===== src/hdl/adcc_defs.vh =====
`ifndef ADCC_DEFS_VH
`define ADCC_DEFS_VH
// register address and layout of converter_control
`define ADCC_CTRL_ADDR 8'hc0
`define ADCC_CTRL_RESET 8'h00
`define ADCC_BIT_EN 7
`define ADCC_BIT_DAC1 6
`define ADCC_BIT_RESULT_VALUE_REG 5
`define ADCC_BIT_DONE 4
`define ADCC_BIT_START 3
`define ADCC_BIT_RC 2
`define ADCC_BIT_CH_HI 1
`define ADCC_BIT_CH_LO 0
// timing in machine cycles and rc clocks; MC_DIV in ref_clk clocks per machine cycle
`define ADCC_CPU_CONV_MC 31
`define ADCC_SYNC_MIN_MC 3
`define ADCC_RC_CONV_CLKS 108
`define ADCC_MC_DIV 6
`endif


===== src/hdl/adcc_sync.v =====
`timescale 1ns/1ps
`default_nettype none
// ------------------------------------------------------------
// two-flop level synchroniser
// ------------------------------------------------------------
module adcc_sync (
  input wire ref_clk,
  input wire rst_n,
  input wire din,
  output reg dout
);
  reg meta_r; // first stage, read only by second stage
  // plain double-flop crossing
  always @(posedge ref_clk or negedge rst_n) begin
    if (!rst_n) begin
      meta_r <= 1'b0;
      dout <= 1'b0;
    end else begin
      meta_r <= din;
      dout <= meta_r;
    end
  end
endmodule
`default_nettype wire


===== src/hdl/adcc_ctrl.v =====
`timescale 1ns/1ps
`default_nettype none
`include "adcc_defs.vh"
module adcc_ctrl #(
  parameter MC_DIV = `ADCC_MC_DIV,
  parameter CPU_MC = `ADCC_CPU_CONV_MC,
  parameter SYNC_MC = `ADCC_SYNC_MIN_MC,
  parameter RC_CLKS = `ADCC_RC_CONV_CLKS
) (
  input wire ref_clk,
  input wire rst_n,
  input wire [7:0] sfr_addr,
  input wire sfr_wr,
  input wire [7:0] sfr_wdata,
  output wire [7:0] sfr_rdata,
  input wire cpu_power_down,
  input wire rc_tick,
  input wire sar_cmp,
  input wire [7:0] dac1_value,
  output reg [7:0] sar_trial,
  output reg [1:0] channel_sel,
  output wire converter_power,
  output wire result_value_reg_drive,
  output wire [7:0] result_value_reg_level,
  output wire dac1_drive,
  output wire [7:0] dac1_level,
  output wire adc_irq
);
  // ------------------------------------------------------------
  // control register state
  // ------------------------------------------------------------
  reg en_r; // converter_enable
  reg dac1_r; // dac1_output_enable
  reg result_value_reg_r; // result_value_reg_output_enable
  reg done_r; // conversion_done_flag
  reg busy_r; // conversion_start_busy
  reg rc_r; // rc_clock_select
  reg [7:0] result_r; // result_value_reg
  reg [7:0] sar_r; // approximation register
  reg [3:0] bit_r; // bit under trial
  reg [2:0] mc_div_r; // machine cycle divider
  reg [7:0] cnt_r; // step counter
  reg syncd_r; // rc sync phase finished
  wire rc_tick_s; // rc tick in ref_clk domain
  reg rc_tick_d_r; // for edge detect after sync
  // ------------------------------------------------------------
  // derived strobes and request qualification
  // ------------------------------------------------------------
  wire wr_hit = sfr_wr && (sfr_addr == `ADCC_CTRL_ADDR);
  wire idle = !busy_r && !done_r;
  // machine cycle strobe; one synchronous domain end to end, so the
  // sequencer keeps step at any cpu clock up to the top rate
  wire mc_pulse = (mc_div_r == MC_DIV - 1);
  wire rc_pulse = rc_tick_s && !rc_tick_d_r;
  // advance pulse: machine cycles or rc edges
  wire step = rc_r ? (syncd_r ? rc_pulse : mc_pulse) : mc_pulse;
  // last step count: cpu mode ends on machine cycle CPU_MC; rc mode takes
  // one edge more, since the first edge after sync only lines up with the
  // free running oscillator and a conversion must not undercut RC_CLKS
  // whole periods
  wire [7:0] last_cnt = rc_r ? RC_CLKS[7:0] : CPU_MC[7:0] - 8'h01;
  wire start_req = wr_hit && sfr_wdata[`ADCC_BIT_START] && idle && en_r;
  // cpu clock mode aborts on power down; rc mode keeps going
  wire abort = busy_r && !rc_r && cpu_power_down;
  // ------------------------------------------------------------
  // bit resolution: keep the trial bit where the comparator agrees
  // ------------------------------------------------------------
  function [7:0] resolve;
    input [7:0] acc;
    input cmp;
    input [2:0] pos;
    begin
      resolve = acc | ({7'h00, cmp} << pos);
    end
  endfunction
  // rc tick crosses in through two flops before its edge is taken
  adcc_sync u_rc_sync (
    .ref_clk(ref_clk),
    .rst_n(rst_n),
    .din(rc_tick),
    .dout(rc_tick_s)
  );
  // ------------------------------------------------------------
  // machine cycle divider, one pulse per MC_DIV clocks
  // ------------------------------------------------------------
  always @(posedge ref_clk or negedge rst_n) begin
    if (!rst_n) begin
      mc_div_r <= 3'h0;
      rc_tick_d_r <= 1'b0;
    end else begin
      // delayed copy of the synchronised tick for the edge detect
      rc_tick_d_r <= rc_tick_s;
      // restart on start so machine cycles line up with the request
      if (mc_pulse || start_req) begin
        mc_div_r <= 3'h0;
      end else begin
        mc_div_r <= mc_div_r + 3'h1;
      end
    end
  end
  // ------------------------------------------------------------
  // register writes with hardware priority
  // ------------------------------------------------------------
  always @(posedge ref_clk or negedge rst_n) begin
    if (!rst_n) begin
      en_r <= 1'b0;
      dac1_r <= 1'b0;
      result_value_reg_r <= 1'b0;
      rc_r <= 1'b0;
      channel_sel <= 2'h0;
    end else if (wr_hit) begin
      // clear refused unless idle; set always accepted
      if (sfr_wdata[`ADCC_BIT_EN] || idle) begin
        en_r <= sfr_wdata[`ADCC_BIT_EN];
      end
      // dac1 enable has no interlock with the converter
      dac1_r <= sfr_wdata[`ADCC_BIT_DAC1];
      if (idle) begin
        result_value_reg_r <= sfr_wdata[`ADCC_BIT_RESULT_VALUE_REG];
        channel_sel <= sfr_wdata[1:0];
      end
      // clock source frozen mid-conversion to keep timing sane
      if (!busy_r) begin
        rc_r <= sfr_wdata[`ADCC_BIT_RC];
      end
    end
  end
  // ------------------------------------------------------------
  // conversion sequencer and flags
  // ------------------------------------------------------------
  always @(posedge ref_clk or negedge rst_n) begin
    if (!rst_n) begin
      busy_r <= 1'b0;
      done_r <= 1'b0;
      result_r <= 8'h00;
      sar_r <= 8'h00;
      bit_r <= 4'h0;
      cnt_r <= 8'h00;
      syncd_r <= 1'b0;
      sar_trial <= 8'h00;
    end else begin
      // done clear by software; completion set below wins
      if (wr_hit && !sfr_wdata[`ADCC_BIT_DONE]) begin
        done_r <= 1'b0;
      end
      if (start_req) begin
        // start: clear accumulator, first trial is the top bit
        busy_r <= 1'b1;
        sar_r <= 8'h00;
        bit_r <= 4'h7;
        cnt_r <= 8'h00;
        syncd_r <= 1'b0;
        sar_trial <= 8'h80;
      end else if (abort || (busy_r && !en_r)) begin
        // dropped conversion: no done flag, result left as it was
        busy_r <= 1'b0;
      end else if (busy_r && step) begin
        // rc mode: count sync machine cycles first
        if (rc_r && !syncd_r) begin
          if (cnt_r == SYNC_MC - 1) begin
            syncd_r <= 1'b1;
            cnt_r <= 8'h00;
          end else begin
            cnt_r <= cnt_r + 8'h01;
          end
        end else if (cnt_r == last_cnt) begin
          // last step: latch result, swap busy for done
          busy_r <= 1'b0;
          done_r <= 1'b1;
          result_r <= resolve(sar_r, sar_cmp, bit_r[2:0]);
        end else begin
          cnt_r <= cnt_r + 8'h01;
          // resolve one bit every four steps, bit 0 at the last step
          if (((cnt_r + 8'h01) & 8'h03) == 8'h00 && bit_r != 4'h0) begin
            sar_r <= resolve(sar_r, sar_cmp, bit_r[2:0]);
            bit_r <= bit_r - 4'h1;
            // next trial: bits so far plus the next lower bit
            sar_trial <= resolve(sar_r, sar_cmp, bit_r[2:0]) |
                         (8'h01 << (bit_r[2:0] - 3'h1));
          end
        end
      end
    end
  end
  // ------------------------------------------------------------
  // outputs
  // ------------------------------------------------------------
  // analog side enables follow the register bits
  assign converter_power = en_r;
  assign result_value_reg_drive = result_value_reg_r;
  assign result_value_reg_level = result_r;
  assign dac1_drive = dac1_r;
  // dac1 level passes straight through, no latch
  assign dac1_level = dac1_value;
  assign adc_irq = done_r;
  // read view in register bit order, independent of address
  assign sfr_rdata = {en_r, dac1_r, result_value_reg_r, done_r, busy_r, rc_r, channel_sel};
endmodule
`default_nettype wire


===== config.mk =====
export PLATFORM = sky130hd
export DESIGN_NAME = adcc_ctrl
export DESIGN_NICKNAME = d
export VERILOG_FILES = /design/src/hdl/adcc_sync.v /design/src/hdl/adcc_ctrl.v
export VERILOG_INCLUDE_DIRS = /design/src /design/src/hdl
export SDC_FILE = /design/constraint.sdc
export NUM_CORES = 1
export LEC_CHECK = 0
export ABC_AREA = 1
export BUFFER_PORTS_ARGS = -buffer_cell sky130_fd_sc_hd__buf_4
export CORE_MARGIN = 2
export CORE_UTILIZATION = 54
export DETAILED_ROUTE_END_ITERATION = 6
export PLACE_DENSITY = 0.9
export SLEW_MARGIN = 10
export SYNTH_ARGS = -nofsm -noshare
export SYNTH_HDL_FRONTEND = slang
export SYNTH_SLANG_ARGS = --single-unit
export TNS_END_PERCENT = 100

===== constraint.sdc =====
create_clock -name ref_clk -period 2.2 [get_ports ref_clk]
set_input_delay 0.22 -clock ref_clk [delete_from_list [all_inputs] [get_ports ref_clk]]
set_output_delay 0.22 -clock ref_clk [all_outputs]
set_load 0.01 [all_outputs]

==> out/metrics.cfg, run 1 <==
[logic_synthesis]
synth.yosys.seq_area_share_pct=43.97
ys_types=34
avgSynthCellArea_um2=7.741
syn_nets=414
synth_area_mm2=0.002903
ys_seq_elements=51
syn_inst=375
synth_warnings=0

[setup_path]
worst_ep_required_time_ns=2.39
worstSetupPathType=flop to flop
cp_slowest_stage_delay_ns=0.49
cp_common_cell=nand3_1
path_cells=inv_1 -> ha_1 -> nand2_1 -> nand3_1 -> nor2_1 -> nand3_2 -> buf_4 -> nand3_1 -> o21ai_0
slowest_stage=dfrtp_1
cp_max_fo=14
cp-end-kind=flop
critPathLaunchType=flop
cp.arrival_ns=2.17

[min_path]
hp-class=input port to flop

[cells_and_area]
antenna_cells=0
utilization_pct=64.56
drive_gt1_share_pct=21.07
final_cell_mix=nand2_1 (116), buf_4 (53), dfrtp_1 (51)
final_common_cell=nand2_1
nets=451
area_growth_pct=14.31

[timing]
skew_ns=0.007717
setup_tns_ns=0
tightest_slew_ns=0.6222
maxSlewViolCount=0
max_slew_margin_pct=58.52
setup_viol=0
min_period_over_period_pct=89.75
finalHoldViolCount=0
layout_min_cycle_time_ns=1.975
max_freq_mhz=506.4
rsz0062_at_grt=false

[floorplan]
die_area_mm2=0.005978
io_pins=68
die_y_um=77.32
num_rows=26
fp.dieW_um=77.32
start_util_pct=56.48
core_mm2=0.005140

[cts]
cts_max_path_buffers=2
htree_levels=2
clockRootBuffer=clkbuf_8
cts_sinks=51
cts_tree=yes
clk_pin_slew_ns=0.09
cts_buffers=5
clk_latency_ns=0.32

[routing]
firstDrtPassIters=4
wl_per_cell_um=13.33
drc=0
drtIter0Drc=218
wl_um=6438
vias=2509
ant_nets=0
viasPerCell=5.195

[global_routing]
grt_max_degree=52
grt_use_total_pct=23.55
grt_pass1_wl_um=11430
overflow=0
grt_pass1_vias=2488
antenna_found_initial=0

[placed_design]
gp_congestion=0.9319
portBuffers=51
dp_hpwl_um=4673

[job]
drv_cap=0

[pwr]
power_leakage_nw=1.894
power.density_mw_per_mm2=511.3
ir_drop_v=0.0002874

[status]
status=finished clean

## cells by family after synthesis
family                     share of synthesized area [%]
xor gates and xnor gates                           1.509
buffers and inverters                              12.76
AOI/OAI and AO/OA                                  7.198
adders and majority gates                          3.879
and+or+nand+nor                                    30.69
DFF                                                43.97
## cells in the mapped netlist
| master | instances | area (um^2) |
|---|---|---|
| a21boi_0 | 1 | 7.510 |
| a21o_1 | 1 | 7.510 |
| a21oi_1 | 9 | 45.04 |
| a21oi_2 | 3 | 26.28 |
| a22o_1 | 1 | 8.760 |
| buf_2 | 5 | 25.02 |
| buf_4 | 18 | 135.1 |
| buf_6 | 1 | 11.26 |
| clkbuf_1 | 1 | 3.750 |
| dfrtp_1 | 51 | 1276 |
| ha_1 | 9 | 112.6 |
| inv_1 | 47 | 176.4 |
| inv_2 | 5 | 18.77 |
| nand2_1 | 116 | 435.4 |
| nand2_2 | 8 | 50.05 |
| nand2_4 | 1 | 11.26 |
| nand3_1 | 41 | 205.2 |
| nand3_2 | 1 | 10.01 |
| nand4_1 | 3 | 18.77 |
| nand4_2 | 2 | 25.02 |
| nor2_1 | 21 | 78.83 |
| nor2_2 | 1 | 6.260 |
| nor2_4 | 1 | 11.26 |
| nor3_1 | 2 | 10.01 |
| nor3_4 | 1 | 16.27 |
| nor4_1 | 1 | 6.260 |
| o21ai_0 | 5 | 25.02 |
| o21ai_1 | 3 | 15.01 |
| o21ai_2 | 3 | 26.28 |
| o21bai_1 | 3 | 22.52 |
| o22ai_1 | 4 | 25.02 |
| or2_2 | 1 | 6.260 |
| xnor2_1 | 2 | 17.52 |
| xor2_1 | 3 | 26.28 |
## routing by layer
layer	routed length, um	part of all wire [%]	up-vias	global-route usage [%]
li1	-	-	1232	-
met1	2662	41	1163	30.28
met2	3166	49	98	39.04
met3	465	7.2	16	4.353
met4	143	2.2	0	9.821
met5	0	0	-	0
## report_power, final
part	total [mW]	switching, mW	internal (mW)
logic	0.168	0.0888	0.0797
registers	0.986	0.0209	0.965
clock network	0.542	0.319	0.223
## per-stage QoR
step / cell area [um^2] / instances / hold WS [ns] / setup slack (ns) / power [mW]
2_1_floorplan: 2903 / 375 / -0.07559 / 0.5687 / 1.108
3_5_place_dp: 3213 / 473 / 0.2873 / 0.2464 / 1.173
6_report: 3318 / 483 / 0.1011 / 0.2254 / 1.696
5_1_grt: 3318 / 483 / 0.1211 / 0.003491 / 1.772
4_1_cts: 3308 / 482 / 0.007119 / 0.2218 / 1.696
3_3_place_gp: 3213 / 473 / 0.2820 / 0.3574 / 1.158
## worst paths after layout
kind                                   from  cells past startpoint                         to  slack, ns
min reg2reg                u_rc_sync.meta_r                      0             u_rc_sync.dout       0.37
max reg2reg                        bit_r[0]                      9                   sar_r[0]       0.23
max in group asynchronous             rst_n                      2                    adc_irq       1.32
max                                bit_r[0]                      9                   sar_r[0]       0.23
min in group asynchronous             rst_n                      2  result_value_reg_level[4]       0.46
min                            sfr_wdata[5]                      3     result_value_reg_drive       0.10
## area by class of cell
class	count	area, um^2
clock buffer	6	72.57
fill	427	1822
inverter	52	195.2
sequential	51	1276
clock inverter	2	12.51
tap	70	87.58
multi-input combinational	247	1256
timing repair buffer	55	417.9
## critical path: cells and delay by family, from the launching register on
family,cells,cell delay [ns]
AO/OA/AOI/OAI,1,0.08
adder cells (fa/ha/maj),1,0.25
AND/OR/NAND/NOR,5,0.61
buffers and inverters,2,0.44
flip-flops,1,0.49
## registers in the layout (all words and copies together) (netlist names)
| register | count |
|---|---|
| dac1_drive | 1 |
| rc_tick_d_r | 1 |
| sar_trial | 8 |
| bit_r | 4 |
| channel_sel | 2 |
| busy_r | 1 |
| sar_r | 8 |
| u_rc_sync.dout | 1 |
| syncd_r | 1 |
| converter_power | 1 |
| cnt_r | 8 |
| u_rc_sync.meta_r | 1 |
| result_value_reg_level | 8 |
| result_value_reg_drive | 1 |
| rc_r | 1 |
| mc_div_r | 3 |
| adc_irq | 1 |
## timing repair
item,in CTS,in global routing
hold endpoints to repair,51,1
gates resized for setup,0,0
setup buffers,0,0
hold buffers,1,1
Note: power is estimated with default switching activity, not from simulation.
==> run 2: changes to the inputs <==
Settings changed: CORE_ASPECT_RATIO from default to 0.7.
==> run 2 against run 1 <==
Compared with the run above:
- first-iteration DRC count is 24% lower
- via count down 2.9%
- clock skew decreased by 0.0038 ns
- non-clock buffer count increased by 2
- global-route usage fell by 1.3 points
- die area grew 0.16%
- wire length decreased by 2.9%
- critical path depth is the same
- critical endpoint unchanged
==> out/metrics.cfg, run 2 (synthesis gave the netlist of run 1 again) <==
[status]
status=finished clean

[floorplan]
die_y_um=65.34  ; -15%
num_rows=22  ; -15%
fp.dieW_um=91.63  ; +19%
io_pins=68  ; unchanged
die_area_mm2=0.005987  ; +0.16%
core_mm2=0.005202  ; +1.2%
start_util_pct=55.80  ; -0.68 points

[cells_and_area]
nets=453  ; +0.44%
final_cell_mix=nand2_1 (116), buf_4 (55), dfrtp_1 (51)
multi_input_comb_area_mm2=0.001264  ; +0.60%
antenna_cells=0  ; unchanged
drive_gt1_share_pct=21.69  ; +0.62 points
area_growth_pct=15.60
final_common_cell=nand2_1
register_area_mm2=0.001276  ; unchanged
fillers=443  ; +3.7%

[min_path]
min_to=channel_sel[0]
hold_depth=3  ; unchanged
holdCritStartpoint=sfr_wdata[0]
hp-class=input port to flop

[placed_design]
gp_congestion=0.8808  ; -5.5%
dp_hpwl_um=4567  ; -2.3%
portBuffers=51  ; unchanged

[setup_path]
cp-end-kind=flop
worstRegToRegCells=9  ; unchanged
cp_max_fo=17  ; +3
r2r-end=sar_r[0]
crit-reg2reg-launch=bit_r[0]
cp.arrival_ns=2.14  ; -0.03 ns
regToRegSetupSlack_ns=0.26  ; +0.03 ns
worst_ep_required_time_ns=2.40  ; about the same
worstSetupPathType=flop to flop
critPathLaunchType=flop

[timing]
setup_tns_ns=0  ; unchanged
layout_min_cycle_time_ns=1.942  ; -0.03297 ns
maxSlewViolCount=0  ; unchanged
max_freq_mhz=515.0  ; +1.7%
rsz0062_at_grt=false
tightest_slew_ns=0.6297  ; +0.007516 ns
finalHoldViolCount=0  ; unchanged
max_slew_margin_pct=58.02  ; -0.50 points
skew_ns=0.003912  ; -0.003805 ns
min_period_over_period_pct=88.26  ; -1.5 points
setup_viol=0  ; unchanged
whs_ns=0.09719  ; -0.003893 ns

[global_routing]
antenna_found_initial=0  ; unchanged
grt_use_total_pct=22.24  ; -1.3 points
grt_max_degree=52  ; unchanged
grt_pass1_vias=2291  ; -7.9%
overflow=0  ; unchanged
grt_pass1_wl_um=10650  ; -6.8%

[routing]
ant_nets=0  ; unchanged
drtIter0Drc=166  ; -24%
vias=2435  ; -2.9%
viasPerCell=5.000  ; -3.7%
wl_per_cell_um=12.84  ; -3.7%
wl_um=6251  ; -2.9%
firstDrtPassIters=4  ; unchanged
drc=0  ; unchanged

[cts]
cts_buffers=5  ; unchanged
cts_max_path_buffers=2  ; unchanged
clk_latency_ns=0.31  ; about the same
cts_sinks=51  ; unchanged
clk_pin_slew_ns=0.10  ; about the same
clockRootBuffer=clkbuf_8
htree_levels=2  ; unchanged
cts_tree=yes

[job]
drv_cap=0  ; unchanged

[pwr]
power.density_mw_per_mm2=516.3  ; +0.98%
ir_drop_v=0.0002739  ; -4.7%
power_leakage_nw=1.913  ; +0.99%

-- run 2: changes by cell type in the layout (fill, tap and decap cells not counted), sizes merged --
cell / previous run / this run
buf: 53 / 55
clkbuf: 6 / 5
clkinv: 1 / 2
clkinvlp: 1 / 0
inv: 52 / 53
-- run 2: area by class of cell --
type | instances | area share (%)
sequential | 51 | 38.03
multi-input combinational | 247 | 37.66
inverter | 52 | 5.817
tap | 72 | 2.685
clock inverter | 3 | 0.8576
timing repair buffer | 57 | 12.90
clock buffer | 5 | 2.051
-- run 2: report_power, final --
| part | leakage [nW] | switching, mW | internal (mW) | total, mW |
|---|---|---|---|---|
| Sequential | 0.666 | 0.0217 | 0.965 | 0.987 |
| Clock | 0.0502 | 0.346 | 0.236 | 0.582 |
| Combinational | 1.20 | 0.0842 | 0.0793 | 0.163 |
-- run 2: layer usage --
| metal | vias to the layer above | GRT usage [%] | part of all wire [%] |
|---|---|---|---|
| met5 | - | 0 | 0 |
| met4 | 0 | 6.439 | 1.0 |
| met3 | 7 | 4.358 | 6.2 |
| met2 | 79 | 35.11 | 44 |
| met1 | 1111 | 31.46 | 49 |
| li1 | 1238 | - | - |
-- run 2: metrics by stage --
step	area, um^2	instances	total power, mW	utilization, %	setup slack, ns
after global placement	3231	477	1.159	62.10	0.2794
after CTS	3348	487	1.747	64.36	0.1766
after floorplan	2903	375	1.108	-	0.5687
after global routing	3356	487	1.813	64.50	0.07677
after detailed placement	3231	477	1.169	62.10	0.2113
final	3356	487	1.732	64.50	0.2584
-- run 2: what timing repair did --
item | in CTS | in global routing
hold buffers | 2 | 0
gates resized for setup | 0 | 1
setup buffers | 0 | 0
endpoints found under the setup margin | 0 | 1
endpoints found under the hold margin | 52 | 0
-- run 2: worst max path at each step --
stage | start | endpoint | depth (start not counted)
3_3_place_gp | bit_r[0] | sar_r[0] | 9
4_1_cts | bit_r[0] | sar_r[0] | 9
2_1_floorplan | bit_r[0] | sar_trial[7] | 9
5_1_grt | bit_r[0] | sar_r[0] | 8
6_report | bit_r[0] | sar_r[0] | 9
3_5_place_dp | bit_r[0] | sar_r[0] | 9
-- run 2: critical path, stage by stage, from the launching register on --
cell,delay [ns]
dfrtp_1,0.49
inv_1,0.16
ha_1,0.25
nand2_1,0.07
nand3_1,0.07
nor2_1,0.18
nand3_4,0.23
buf_4,0.25
nand3_1,0.06
o21ai_0,0.08
